<file path="config.mk">
export PLATFORM = sky130hd
export DESIGN_NAME = rsa_addr_gen
export DESIGN_NICKNAME = d
export VERILOG_FILES = /design/src/shared/rsa_pkg.sv /design/src/design/rsa_addr_gen.sv
export SDC_FILE = /design/constraint.sdc
export NUM_CORES = 1
export LEC_CHECK = 0
export BUFFER_PORTS_ARGS = -buffer_cell sky130_fd_sc_hd__buf_2
export CELL_PAD_IN_SITES_DETAIL_PLACEMENT = 1
export CELL_PAD_IN_SITES_GLOBAL_PLACEMENT = 1
export CORE_ASPECT_RATIO = 0.7
export CORE_MARGIN = 2
export CORE_UTILIZATION = 39
export CTS_CLUSTER_SIZE = 10
export DETAILED_ROUTE_END_ITERATION = 8
export PLACE_DENSITY_LB_ADDON = 0.1
export SYNTH_ARGS = -nofsm -noshare
export SYNTH_HDL_FRONTEND = slang
export SYNTH_SLANG_ARGS = --single-unit
</file>
<file path="constraint.sdc">
create_clock -name sys_clk -period 7.29 [get_ports sys_clk]
set_clock_uncertainty 0.15 [all_clocks]
set_input_delay 0 -clock sys_clk [delete_from_list [all_inputs] [get_ports sys_clk]]
set_output_delay 0 -clock sys_clk [all_outputs]
set_load 0.02 [all_outputs]
</file>
<file path="src/shared/rsa_pkg.sv">
`default_nettype none
package rsa_pkg;

  // Addressing modes handled by the generator
  typedef enum logic [4:0] {
    RSA_MODE_REL      = 5'h00,
    RSA_MODE_REL_LONG = 5'h01,
    RSA_MODE_STACK    = 5'h02,
    RSA_MODE_STK_REL  = 5'h03,
    RSA_MODE_STK_RIY  = 5'h04,
    RSA_MODE_ABS      = 5'h05,
    RSA_MODE_ABS_IIJ  = 5'h06,
    RSA_MODE_ABS_IND  = 5'h07,
    RSA_MODE_ABS_LONG = 5'h08,
    RSA_MODE_ABS_LX   = 5'h09,
    RSA_MODE_ABS_X    = 5'h0A,
    RSA_MODE_ABS_Y    = 5'h0B,
    RSA_MODE_ACC      = 5'h0C,
    RSA_MODE_BLK_MOVE = 5'h0D,
    RSA_MODE_DIR      = 5'h0E,
    RSA_MODE_DIR_XI   = 5'h0F,
    RSA_MODE_DIR_IND  = 5'h10,
    RSA_MODE_DIR_IY   = 5'h11,
    RSA_MODE_DIR_LIY  = 5'h12,
    RSA_MODE_DIR_LI   = 5'h13,
    RSA_MODE_DIR_X    = 5'h14,
    RSA_MODE_DIR_Y    = 5'h15,
    RSA_MODE_IMM      = 5'h16,
    RSA_MODE_IMPLIED  = 5'h17
  } rsa_mode_type;

  // Relative-long sub-operation
  typedef enum logic [1:0] {
    RSA_RL_NONE = 2'h0,
    RSA_RL_LONG_BRANCH = 2'h1,
    RSA_RL_PUSH_RELATIVE = 2'h2
  } rsa_rl_op_type;

  // One decoded instruction presented to the generator
  typedef struct packed {
    rsa_mode_type  mode;
    rsa_rl_op_type rl_op;          // long_branch_op / push_relative_op select
    logic          cond_met;       // Branch condition result
    logic          rmw;            // Read-modify-write instruction
    logic          wide_sensitive; // Mode carries the 16-bit adder
    logic          vector_fetch;   // Stack access is a vector fetch
    logic [7:0]    byte2;
    logic [7:0]    byte3;
    logic [7:0]    byte4;
  } rsa_instr_type;

  // Register file snapshot
  typedef struct packed {
    logic [15:0] pc_next;          // Already advanced to next opcode
    logic [7:0]  program_bank;
    logic [7:0]  data_bank;
    logic [15:0] direct;
    logic [15:0] sp;
    logic [15:0] x_idx;
    logic [15:0] y_idx;
    logic        m_flag;
    logic        x_flag;
  } rsa_regs_type;

  // Result of one generation step
  typedef struct packed {
    logic [23:0] addr;
    logic        addr_valid;
    logic [15:0] pc_load;
    logic        pc_load_en;
    logic [15:0] push_value;
    logic        push_en;
    logic [3:0]  cycles;
    logic [2:0]  length;
  } rsa_result_type;

  localparam logic [7:0]  RSA_BANK_ZERO = 8'h00;
  localparam logic [3:0]  RSA_ONE_CYCLE = 4'h1;
  localparam logic [3:0]  RSA_RMW_NARROW = 4'h2;
  localparam logic [3:0]  RSA_RMW_WIDE = 4'h3;
  localparam logic [2:0]  RSA_ONE_BYTE = 3'h1;

  // Base cycles per mode
  localparam logic [3:0] RSA_CYC_REL = 4'h2;
  localparam logic [3:0] RSA_CYC_REL_LONG = 4'h3;
  localparam logic [3:0] RSA_CYC_STACK = 4'h3;
  localparam logic [3:0] RSA_CYC_STK_REL = 4'h4;
  localparam logic [3:0] RSA_CYC_STK_RIY = 4'h7;
  localparam logic [3:0] RSA_CYC_ABS = 4'h4;
  localparam logic [3:0] RSA_CYC_ABS_IIJ = 4'h6;
  localparam logic [3:0] RSA_CYC_ABS_IND = 4'h5;
  localparam logic [3:0] RSA_CYC_ABS_LONG = 4'h5;
  localparam logic [3:0] RSA_CYC_TWO = 4'h2;
  localparam logic [3:0] RSA_CYC_BLK_MOVE = 4'h7;
  localparam logic [3:0] RSA_CYC_DIR = 4'h3;
  localparam logic [3:0] RSA_CYC_DIR_XI = 4'h6;
  localparam logic [3:0] RSA_CYC_DIR_IND = 4'h5;
  localparam logic [3:0] RSA_CYC_DIR_IY = 4'h5;
  localparam logic [3:0] RSA_CYC_DIR_LONG = 4'h6;
  localparam logic [3:0] RSA_CYC_DIR_IDX = 4'h4;

  // Instruction lengths in bytes
  localparam logic [2:0] RSA_LEN_1 = 3'h1;
  localparam logic [2:0] RSA_LEN_2 = 3'h2;
  localparam logic [2:0] RSA_LEN_3 = 3'h3;
  localparam logic [2:0] RSA_LEN_4 = 3'h4;

endpackage
`default_nettype wire

</file>
<file path="src/design/rsa_addr_gen.sv">
// Operation
// RULE_01 - Long relative: pc plus signed 16-bit offset
// RULE_02 - Long branch loads pc; push-relative pushes sum
// RULE_03 - Relative modes never touch program bank
// RULE_04 - Short branch adds signed offset when taken
// RULE_05 - Stack accesses always go to bank zero
// RULE_06 - Interrupt vectors fetched from bank zero
// RULE_07 - Stack relative: byte2 plus sp, bank zero
// RULE_08 - Stack relative offset is zero-extended
// RULE_09 - Stack indirect pointer in bank zero, data bank
// RULE_10 - Indirect indexed: full 24-bit add of Y
// RULE_11 - Stack indirect indexed: 2 bytes, 7 cycles
// RULE_12 - Page crossing adds one cycle
// RULE_13 - Taken branch adds one cycle
// RULE_14 - 16-bit width adds cycle, immediate byte
// RULE_15 - Nonzero direct low byte adds cycle
// RULE_16 - Read-modify-write adds two or three cycles
// RULE_17 - Direct indexed indirect: 2 bytes, 6 cycles
// RULE_18 - Direct indirect indexed Y: 2 bytes, 5 cycles
// RULE_19 - Long direct indirect indexed: 2 bytes, 6 cycles
// RULE_20 - Absolute indexed indirect jump: 3 bytes, 6 cycles
// RULE_21 - All applicable adders sum onto base count
`timescale 1ns/100ps
`default_nettype none
module rsa_addr_gen
  import rsa_pkg::*;
(
  input  wire logic           sys_clk,     // Processor clock, 10 MHz
  input  wire logic           srst,        // Synchronous reset, active high
  input  wire logic           start,       // Pulse: decoded instruction valid
  input  wire rsa_pkg::rsa_instr_type instr, // Decoded instruction fields
  input  wire rsa_pkg::rsa_regs_type  regs,  // Register file snapshot
  input  wire logic           ptr_valid,   // Pulse: pointer read data returned
  input  wire logic [15:0]    ptr_data,    // 16-bit pointer read from memory
  output logic                ptr_req,     // Level: pointer read pending
  output logic [23:0]         ptr_addr,    // Address of pointer read
  output logic                done,        // Pulse: result valid
  output rsa_pkg::rsa_result_type result   // Registered result
);
  import rsa_pkg::*;

  typedef enum logic [0:0] {
    RSA_ST_IDLE = 1'b0,
    RSA_ST_PTR  = 1'b1
  } rsa_state_type;

  rsa_state_type  state_reg;
  rsa_state_type  state_next;
  rsa_result_type result_reg;
  rsa_result_type result_next;
  logic [23:0]    ptr_addr_reg;
  logic [23:0]    ptr_addr_next;
  logic           done_reg;
  logic           done_next;
  logic [7:0]     pend_y_bank_reg;
  logic [15:0]    pend_y_reg;
  logic [3:0]     pend_cyc_reg;
  logic [2:0]     pend_len_reg;

  // Shared page-cross detector for indexed forms
  function automatic logic page_cross(input logic [15:0] base, input logic [15:0] idx);
    logic [16:0] sum;
    sum = {1'b0, base} + {1'b0, idx};
    page_cross = (sum[15:8] != base[15:8]) || sum[16];
  endfunction

  // Full 24-bit add of a 16-bit index, carrying into the bank
  function automatic logic [23:0] add_index24(input logic [23:0] base, input logic [15:0] idx);
    add_index24 = base + {8'h00, idx};
  endfunction

  wire logic        wide_op    = ~regs.m_flag | ~regs.x_flag;
  wire logic        dl_nonzero = regs.direct[7:0] != 8'h00;
  wire logic [15:0] off8_sext  = {{8{instr.byte2[7]}}, instr.byte2};
  wire logic [15:0] off16      = {instr.byte3, instr.byte2};
  wire logic [15:0] off8_zext  = {8'h00, instr.byte2};                 // RULE_08
  wire logic [15:0] rel_sum    = regs.pc_next + off8_sext;             // RULE_04
  wire logic [15:0] rel_long   = regs.pc_next + off16;                 // RULE_01
  wire logic [15:0] sp_offset  = regs.sp + off8_zext;                  // RULE_07
  wire logic [15:0] abs_base   = off16;
  wire logic [15:0] dir_base   = regs.direct + off8_zext;

  // Base cycles and length by mode
  logic [3:0]  base_cyc;
  logic [2:0]  base_len;
  logic        uses_pcross;
  logic [15:0] pcross_idx;
  logic        uses_dl;
  always_comb
  begin
    base_cyc    = RSA_CYC_TWO;
    base_len    = RSA_LEN_1;
    uses_pcross = 1'b0;
    pcross_idx  = regs.x_idx;
    uses_dl     = 1'b0;
    unique case (instr.mode)
      RSA_MODE_REL:      begin base_cyc = RSA_CYC_REL;      base_len = RSA_LEN_2; end
      RSA_MODE_REL_LONG: begin base_cyc = RSA_CYC_REL_LONG; base_len = RSA_LEN_3; end
      RSA_MODE_STACK:    begin base_cyc = RSA_CYC_STACK;    base_len = RSA_LEN_1; end
      RSA_MODE_STK_REL:  begin base_cyc = RSA_CYC_STK_REL;  base_len = RSA_LEN_2; end
      RSA_MODE_STK_RIY:  begin base_cyc = RSA_CYC_STK_RIY;  base_len = RSA_LEN_2; end // RULE_11
      RSA_MODE_ABS:      begin base_cyc = RSA_CYC_ABS;      base_len = RSA_LEN_3; end
      RSA_MODE_ABS_IIJ:  begin base_cyc = RSA_CYC_ABS_IIJ;  base_len = RSA_LEN_3; end // RULE_20
      RSA_MODE_ABS_IND:  begin base_cyc = RSA_CYC_ABS_IND;  base_len = RSA_LEN_3; end
      RSA_MODE_ABS_LONG: begin base_cyc = RSA_CYC_ABS_LONG; base_len = RSA_LEN_4; end
      RSA_MODE_ABS_LX:   begin base_cyc = RSA_CYC_ABS_LONG; base_len = RSA_LEN_4; end
      RSA_MODE_ABS_X:
      begin
        base_cyc    = RSA_CYC_ABS;
        base_len    = RSA_LEN_3;
        uses_pcross = 1'b1;                                              // RULE_12
      end
      RSA_MODE_ABS_Y:
      begin
        base_cyc    = RSA_CYC_ABS;
        base_len    = RSA_LEN_3;
        uses_pcross = 1'b1;                                              // RULE_12
        pcross_idx  = regs.y_idx;
      end
      RSA_MODE_ACC:      begin base_cyc = RSA_CYC_TWO;      base_len = RSA_LEN_1; end
      RSA_MODE_BLK_MOVE: begin base_cyc = RSA_CYC_BLK_MOVE; base_len = RSA_LEN_3; end
      RSA_MODE_DIR:
      begin
        base_cyc = RSA_CYC_DIR;
        base_len = RSA_LEN_2;
        uses_dl  = 1'b1;
      end
      RSA_MODE_DIR_XI:
      begin
        base_cyc = RSA_CYC_DIR_XI;                                       // RULE_17
        base_len = RSA_LEN_2;
        uses_dl  = 1'b1;
      end
      RSA_MODE_DIR_IND:
      begin
        base_cyc = RSA_CYC_DIR_IND;
        base_len = RSA_LEN_2;
        uses_dl  = 1'b1;
      end
      RSA_MODE_DIR_IY:
      begin
        base_cyc    = RSA_CYC_DIR_IY;                                    // RULE_18
        base_len    = RSA_LEN_2;
        uses_dl     = 1'b1;
        uses_pcross = 1'b1;
        pcross_idx  = regs.y_idx;
      end
      RSA_MODE_DIR_LIY:
      begin
        base_cyc = RSA_CYC_DIR_LONG;                                     // RULE_19
        base_len = RSA_LEN_2;
        uses_dl  = 1'b1;
      end
      RSA_MODE_DIR_LI:
      begin
        base_cyc = RSA_CYC_DIR_LONG;
        base_len = RSA_LEN_2;
        uses_dl  = 1'b1;
      end
      RSA_MODE_DIR_X, RSA_MODE_DIR_Y:
      begin
        base_cyc = RSA_CYC_DIR_IDX;
        base_len = RSA_LEN_2;
        uses_dl  = 1'b1;
      end
      RSA_MODE_IMM:      begin base_cyc = RSA_CYC_TWO;      base_len = RSA_LEN_2; end
      RSA_MODE_IMPLIED:  begin base_cyc = RSA_CYC_TWO;      base_len = RSA_LEN_1; end
      default:           begin base_cyc = RSA_CYC_TWO;      base_len = RSA_LEN_1; end
    endcase
  end

  // Adders; the absolute indexed indirect jump takes none
  wire logic is_branch = (instr.mode == RSA_MODE_REL) ||
                         (instr.mode == RSA_MODE_REL_LONG && instr.rl_op == RSA_RL_LONG_BRANCH);
  wire logic no_adders = instr.mode == RSA_MODE_ABS_IIJ;                          // RULE_20
  wire logic taken     = (instr.mode == RSA_MODE_REL) ? instr.cond_met : is_branch;
  wire logic [3:0] add_taken = (is_branch && taken) ? RSA_ONE_CYCLE : 4'h0;       // RULE_13
  wire logic [3:0] add_wide  = (!no_adders && instr.wide_sensitive && wide_op)
                               ? RSA_ONE_CYCLE : 4'h0;                            // RULE_14
  wire logic [3:0] add_dl    = (uses_dl && dl_nonzero) ? RSA_ONE_CYCLE : 4'h0;    // RULE_15
  wire logic [3:0] add_rmw   = (!no_adders && instr.rmw)
                               ? (regs.m_flag ? RSA_RMW_NARROW : RSA_RMW_WIDE)
                               : 4'h0;                                            // RULE_16
  wire logic [3:0] add_pc_abs = (uses_pcross && instr.mode != RSA_MODE_DIR_IY &&
                                 page_cross(abs_base, pcross_idx)) ? RSA_ONE_CYCLE : 4'h0;
  wire logic [2:0] add_imm   = (instr.mode == RSA_MODE_IMM && wide_op) ? RSA_ONE_BYTE : 3'h0;

  // Decode-time adders; the pointer page cross joins later
  wire logic [3:0] cyc_total = base_cyc + add_taken + add_wide + add_dl + add_rmw
                               + add_pc_abs;                                      // RULE_21
  wire logic [2:0] len_total = base_len + add_imm;                                // RULE_14

  // Indirect pointer lookups: stack relative or direct indirect with Y
  wire logic needs_ptr = (instr.mode == RSA_MODE_STK_RIY) || (instr.mode == RSA_MODE_DIR_IY);
  wire logic [15:0] ptr_lo = (instr.mode == RSA_MODE_STK_RIY) ? sp_offset : dir_base;

  // Address produced without a pointer read
  logic [23:0] direct_addr;
  logic        direct_addr_valid;
  always_comb
  begin
    direct_addr       = 24'h000000;
    direct_addr_valid = 1'b0;
    unique case (instr.mode)
      RSA_MODE_STACK:
      begin
        direct_addr       = {RSA_BANK_ZERO, regs.sp};                  // RULE_05 RULE_06
        direct_addr_valid = 1'b1;
      end
      RSA_MODE_STK_REL:
      begin
        direct_addr       = {RSA_BANK_ZERO, sp_offset};                // RULE_07
        direct_addr_valid = 1'b1;
      end
      RSA_MODE_REL_LONG:
      begin
        // Push-relative writes the sum onto the stack in bank zero
        direct_addr       = {RSA_BANK_ZERO, regs.sp};                  // RULE_05
        direct_addr_valid = instr.rl_op == RSA_RL_PUSH_RELATIVE;       // RULE_02
      end
      default:
      begin
        direct_addr       = 24'h000000;
        direct_addr_valid = 1'b0;
      end
    endcase
  end

  // Full address after pointer arrival, bank from data bank
  wire logic [23:0] ptr_base    = {pend_y_bank_reg, ptr_data};          // RULE_09
  wire logic [23:0] ptr_eff     = add_index24(ptr_base, pend_y_reg);    // RULE_10
  wire logic [3:0]  ptr_pc_add  = (pend_len_reg[2] && page_cross(ptr_data, pend_y_reg))
                                  ? RSA_ONE_CYCLE : 4'h0;               // RULE_12

  always_comb
  begin
    state_next    = state_reg;
    result_next   = result_reg;
    ptr_addr_next = ptr_addr_reg;
    done_next     = 1'b0;
    unique case (state_reg)
      RSA_ST_IDLE:
      begin
        if (start && needs_ptr)
        begin
          ptr_addr_next = {RSA_BANK_ZERO, ptr_lo};                      // RULE_09
          state_next    = RSA_ST_PTR;
        end
        else if (start)
        begin
          result_next.addr       = direct_addr;
          result_next.addr_valid = direct_addr_valid;
          // Only the 16-bit pc is loaded; program bank is never written
          result_next.pc_load    = (instr.mode == RSA_MODE_REL) ? rel_sum : rel_long; // RULE_03
          result_next.pc_load_en = (instr.mode == RSA_MODE_REL && instr.cond_met) ||
                                   (instr.mode == RSA_MODE_REL_LONG &&
                                    instr.rl_op == RSA_RL_LONG_BRANCH);               // RULE_02 RULE_04
          result_next.push_value = rel_long;                                          // RULE_01
          result_next.push_en    = instr.mode == RSA_MODE_REL_LONG &&
                                   instr.rl_op == RSA_RL_PUSH_RELATIVE;               // RULE_02
          result_next.cycles     = cyc_total;
          result_next.length     = len_total;
          done_next              = 1'b1;
        end
      end
      RSA_ST_PTR:
      begin
        if (ptr_valid)
        begin
          result_next.addr       = ptr_eff;
          result_next.addr_valid = 1'b1;
          result_next.pc_load    = 16'h0000;
          result_next.pc_load_en = 1'b0;
          result_next.push_value = 16'h0000;
          result_next.push_en    = 1'b0;
          result_next.cycles     = pend_cyc_reg + ptr_pc_add;           // RULE_21
          result_next.length     = RSA_LEN_2;                           // RULE_11
          done_next              = 1'b1;
          state_next             = RSA_ST_IDLE;
        end
      end
      default:
        state_next = RSA_ST_IDLE;
    endcase
  end

  always_ff @(posedge sys_clk)
  begin
    if (srst)
    begin
      state_reg    <= RSA_ST_IDLE;
      result_reg   <= '0;
      ptr_addr_reg <= 24'h000000;
      done_reg     <= 1'b0;
    end
    else
    begin
      state_reg    <= state_next;
      result_reg   <= result_next;
      ptr_addr_reg <= ptr_addr_next;
      done_reg     <= done_next;
    end
  end

  // Held while the pointer read is out; length bit 2
  // flags the pointer page-cross check
  always_ff @(posedge sys_clk)
  begin
    if (srst)
    begin
      pend_y_bank_reg <= 8'h00;
      pend_y_reg      <= 16'h0000;
      pend_cyc_reg    <= 4'h0;
      pend_len_reg    <= 3'h0;
    end
    else if (state_reg == RSA_ST_IDLE && start && needs_ptr)
    begin
      pend_y_bank_reg <= regs.data_bank;
      pend_y_reg      <= regs.y_idx;
      pend_cyc_reg    <= cyc_total;
      pend_len_reg    <= {instr.mode == RSA_MODE_DIR_IY, 2'b00};
    end
  end

  assign ptr_req  = state_reg == RSA_ST_PTR;
  assign ptr_addr = ptr_addr_reg;
  assign done     = done_reg;
  assign result   = result_reg;

endmodule // rsa_addr_gen
`default_nettype wire

</file>
==> After elaboration in Yosys (flattened, before gate mapping) <==
Cells that the tools add are included.
{ "totals": {"reg_bits": 113, "latchBits": 0, "ramBits": 0, "mem_bits_ro": 0, "out_inout_bits": 92, "mem_count": 0} }
{ "classes": {"addsub": 14, "n_mul": 0, "div": 0, "magnitude_cmp": 0, "n_eq_ne": 29, "shifts": 0, "mux": 29, "bitwise_logic": 4, "n_reduce_logical": 38} }
{ "op_table": {"columns": ["operator", "n"], "rows": [
  ["66-bit 2-to-1 mux", 3],
  ["66-bit one-hot mux with 2 select lines", 1],
  ["16-bit 2-to-1 mux", 3],
  ["5-bit by 4-bit equality test with 1-bit output, second input constant", 7],
  ["5-bit equality test, second input constant", 7],
  ["16-bit by 16-bit adder with 17-bit output", 2],
  ["16-bit adder", 2],
  ["16-bit by 8-bit adder with 16-bit output", 2],
  ["16-bit one-hot mux with 2 select lines", 1],
  ["24-bit by 16-bit adder with 24-bit output", 1],
  ["4-bit by 1-bit adder with 4-bit output", 5],
  ["5-bit by 3-bit equality test with 1-bit output, second input constant", 4],
  ["8-bit != test", 2],
  ["1-bit logical AND", 15],
  ["1-bit 2-to-1 mux", 15],
  ["3-bit one-hot mux with 5 select lines", 1],
  ["12-bit OR reduction", 1],
  ["5-bit by 2-bit equality test with 1-bit output, second input constant", 2],
  ["2-bit OR reduction", 5],
  ["3-bit one-hot mux with 3 select lines", 1],
  ["8-bit nonzero test", 1],
  ["8-bit OR reduction", 1],
  ["7-bit OR reduction", 1],
  ["2-bit != test, second input constant", 3],
  ["other kinds (19)", 28]
]} }

==> Longest topological paths before layout <==
{ "depth": {"word_depth": 14, "mapped_depth": 22, "depth_no_buf": 19} }

==> Least setup slack after synthesis <==
OpenSTA, ideal clock, no wires.
{ "synth_path": {"path_kind": "input to register", "startpoint": "input instr[31] in the netlist's numbering", "endpoint": "register result_reg (netlist bit result[4])", "setup_time_ns": 0.128, "arrival_ns": 4.814, "required_time_ns": 7.012, "path_slack_ns": 2.199, "path_stages": 21, "n_path_buf": 2, "path_cell_list": "buf_2 and3b_4 o21ai_4 clkbuf_1 mux2_2 ha_1 a21oi_1 o21ai_2 a311o_1 a221o_1 a2111oi_0 nand4_1 nor4_2 a2111oi_2 fa_1 ha_1 inv_1 fa_1 nor2_1 a221oi_1 nor2_1"} }
{ "synth_via": {"elab_chain_cells": 14, "word_cells_on_any_way": 65} }
{ "synth_rtl": {"columns": ["element", "line", "rtl"], "rows": [
  ["start: declaration", "rsa_addr_gen.sv:31", "input wire rsa_pkg::rsa_instr_type instr,"],
  ["branches (longest 14 deep; another with 4-bit by 1-bit adder with 4-bit output)", null, null],
  ["end signal: assignment", "rsa_addr_gen.sv:299", "result_reg <= result_next;"],
  ["end: declaration", "rsa_addr_gen.sv:49", "rsa_result_type result_reg;"]
]} }
Several ways; the timed one is not identified. The select of a mux whose other input is x is not followed.
A chain may end at the register's enable or synchronous reset.

==> Final worst setup path <==
{ "layout_path": {"startpoint": "input instr[34] in the netlist's numbering", "endpoint": "register result_reg (netlist bit result[4])"} }
The elaborated chain is that of the path after synthesis.

==> metrics.yaml <==
fp.dieH_um: 133.4
area_delta_synth_final_pct: 23.13
portBuffers: 219
rrSetupSlack_ns: 3.24
synth_enable_flop_cells: 0
hpwl_um: 26950
routed_wl_um: 35070
drt-initial-drc-count: 412
peakVddDrop_mv: 0.1157
gp_congestion: 0.8606
crit_required_ns: 7.45
post-route-period-util_pct: 73.42
critPathLaunchType: "input pin"
layout-drive-gt1-share_pct: 20.55
drv_cap: 0
seq_area_frac_synth_pct: 24.04
hold_path.class: "in -> reg"
core-area_um2: 23580
hold_ws_ns: 0.01715
rows: 47
async_flop_share_pct: 0
cts_setup_buffers: 0
grt_setup_unrepaired: "false"
yosys-top-cells-area: "dfxtp_1, ha_1, nand2_1, a21oi_1, xnor2_1"
p_per_area_nw_per_um2: 158.6
drt-pass1-iter-count: 5
synth_top_cell_area_share_pct: 24.04
syn_inst: 1184
ys_ff_latch: 112
min_period_ns: 5.352
ctsHoldBuffers: 62
dieArea_um2: 25190
timing.fmax_ghz: 0.1868
start_util_pct: 39.56
clkSlewWorstSetupHoldPaths_ns: 0.09
grt_pass1_wl_um: 54500
cts.sinks: 112
ios: 245
final_nets: 1667
avgRoutedWirePerCell_um: 20.05
final_util_pct: 48.70
drt.antenna.violating_nets: 0
cellLeakagePower_nw: 5.038
clkLatencyLatePin_ns: 0.38
grt-ovfl-total: 0
cts_max_level: 3
setup-violations-final: 0
synth_common_cells: "nand2_1, a21oi_1, dfxtp_1, ha_1, nor2_1"
grt_max_degree: 53
syn_area_per_cell_um2: 7.878
synth_flop_cell: "dfxtp_1"
antenna_found_initial: 0
diodes: 0
worstPathArrival_ns: 5.51
via_count: 9840
grt_pass1_vias: 9638
end_kind: "flop"
yosysTopAreaCell: "dfxtp_1"
synth.distinct_cells: 87
largest_reg_flops: 65
critical_path.max_fanout: 16
tns_ns: 0
cts_buffer_depth: 2
grt_usage_pct: 27.74
hold_viol_final: 0
vias_per_cell: 5.626
relSlewSlack_pct: 28.28
cts_resized: 0
yosys.cell_count.top_type: "nand2_1"
yosys_warnings: 0
tritoncts: "yes"
syn_area_um2: 9328
drc: 0
path_class: "in -> reg"
slew_viol_final: 0
cts-buffers-inserted: 9
cts-root-buf: "clkbuf_16"
status: "finished clean"
die_w_um: 188.8
worst_pin_slew_ns: 1.073
==> placed cells by master (no fill, tap or decap), types with 10 or more instances in the layout <==
cell type,instances
ha_1,81
dfxtp_1,112
a21o_1,14
o21ai_0,64
nor2b_1,14
nand2b_1,14
buf_2,219
xor2_1,26
a21oi_1,116
xnor2_1,58
inv_1,32
a22oi_1,11
nand2_1,170
a22o_1,14
mux2_2,25
nor2_1,78
nand3_1,26
dlygate4sd3_1,62
nor4_1,10
nor3_1,29
a211oi_1,21
and3_1,14
mux2i_1,13
==> final timing paths <==
path,startpoint,to,depth (start not counted)
hold reg to reg,result[29],result[29],2
setup reg to reg,pend_y_reg[9],result[4],13
hold / removal,regs[94],result[37],4
setup / recovery,instr[34],result[4],20
==> routing by layer <==
metal  GRT usage, %  up-vias  share of wire (%)
met2          40.81      277                 41
li1               -     4791                  -
met3          4.136       45                5.8
met4          7.378        0                2.1
met1          41.86     4727                 51
met5              0        -                  0
==> where the power goes <==
part           switching [mW]  total (mW)  internal, mW
Clock                   0.279       0.520         0.241
Combinational           0.383       0.643         0.260
Sequential             0.0168       0.659         0.642
Total                   0.679        1.82          1.14
==> critical path, cell delays in order <==
cell and delay [ns]:
buf_2 0.28, and3b_4 0.27, o21ai_4 0.50, mux2_2 0.42, ha_1 0.31, nand4_1 0.19, or4b_1 0.51, o31ai_1 0.10
o211ai_2 0.18, a21oi_1 0.34, or4_1 0.17, a31oi_1 0.15, a2111oi_2 0.55, fa_1 0.51, ha_1 0.23, inv_1 0.07
fa_1 0.44, nor2_1 0.12, a221oi_1 0.07, nor2_1 0.11
==> final cells by class <==
class / instances / area, um2
Clock inverter: 7 / 67.56
Inverter: 32 / 120.1
Timing Repair Buffer: 287 / 1762
Sequential cell: 112 / 2242
Clock buffer: 9 / 225.2
Tap cell: 318 / 397.9
Fill cell: 2972 / 12100
Multi-Input combinational cell: 984 / 6670
==> through the flow <==
stage | worst slack [ns] | total power [mW] | area, um2 | instances
2_1_floorplan | 2.199 | 1.085 | 9354 | 1191
3_3_place_gp | 1.658 | 1.269 | 10570 | 1671
3_5_place_dp | 1.617 | 1.281 | 10570 | 1671
4_1_cts | 1.981 | 1.828 | 11480 | 1749
5_1_grt | 1.518 | 1.920 | 11480 | 1749
6_report | 1.938 | 1.822 | 11480 | 1749
==> cell families (layout without fill, tap and decap cells) <==
group / after synthesis / after routing / synth area share (%)
AOI/OAI and AO/OA: 350 / 350 / 24.83
adders and majority gates: 88 / 88 / 12.37
buffers and inverters: 95 / 335 / 4.896
xor gates and xnor gates: 86 / 86 / 8.384
and+or+nand+nor: 414 / 414 / 21.03
DFF: 112 / 112 / 24.04
other: 1 / 8 / 0.04020
muxes: 38 / 38 / 4.413
(Power assumes the default switching activity.)
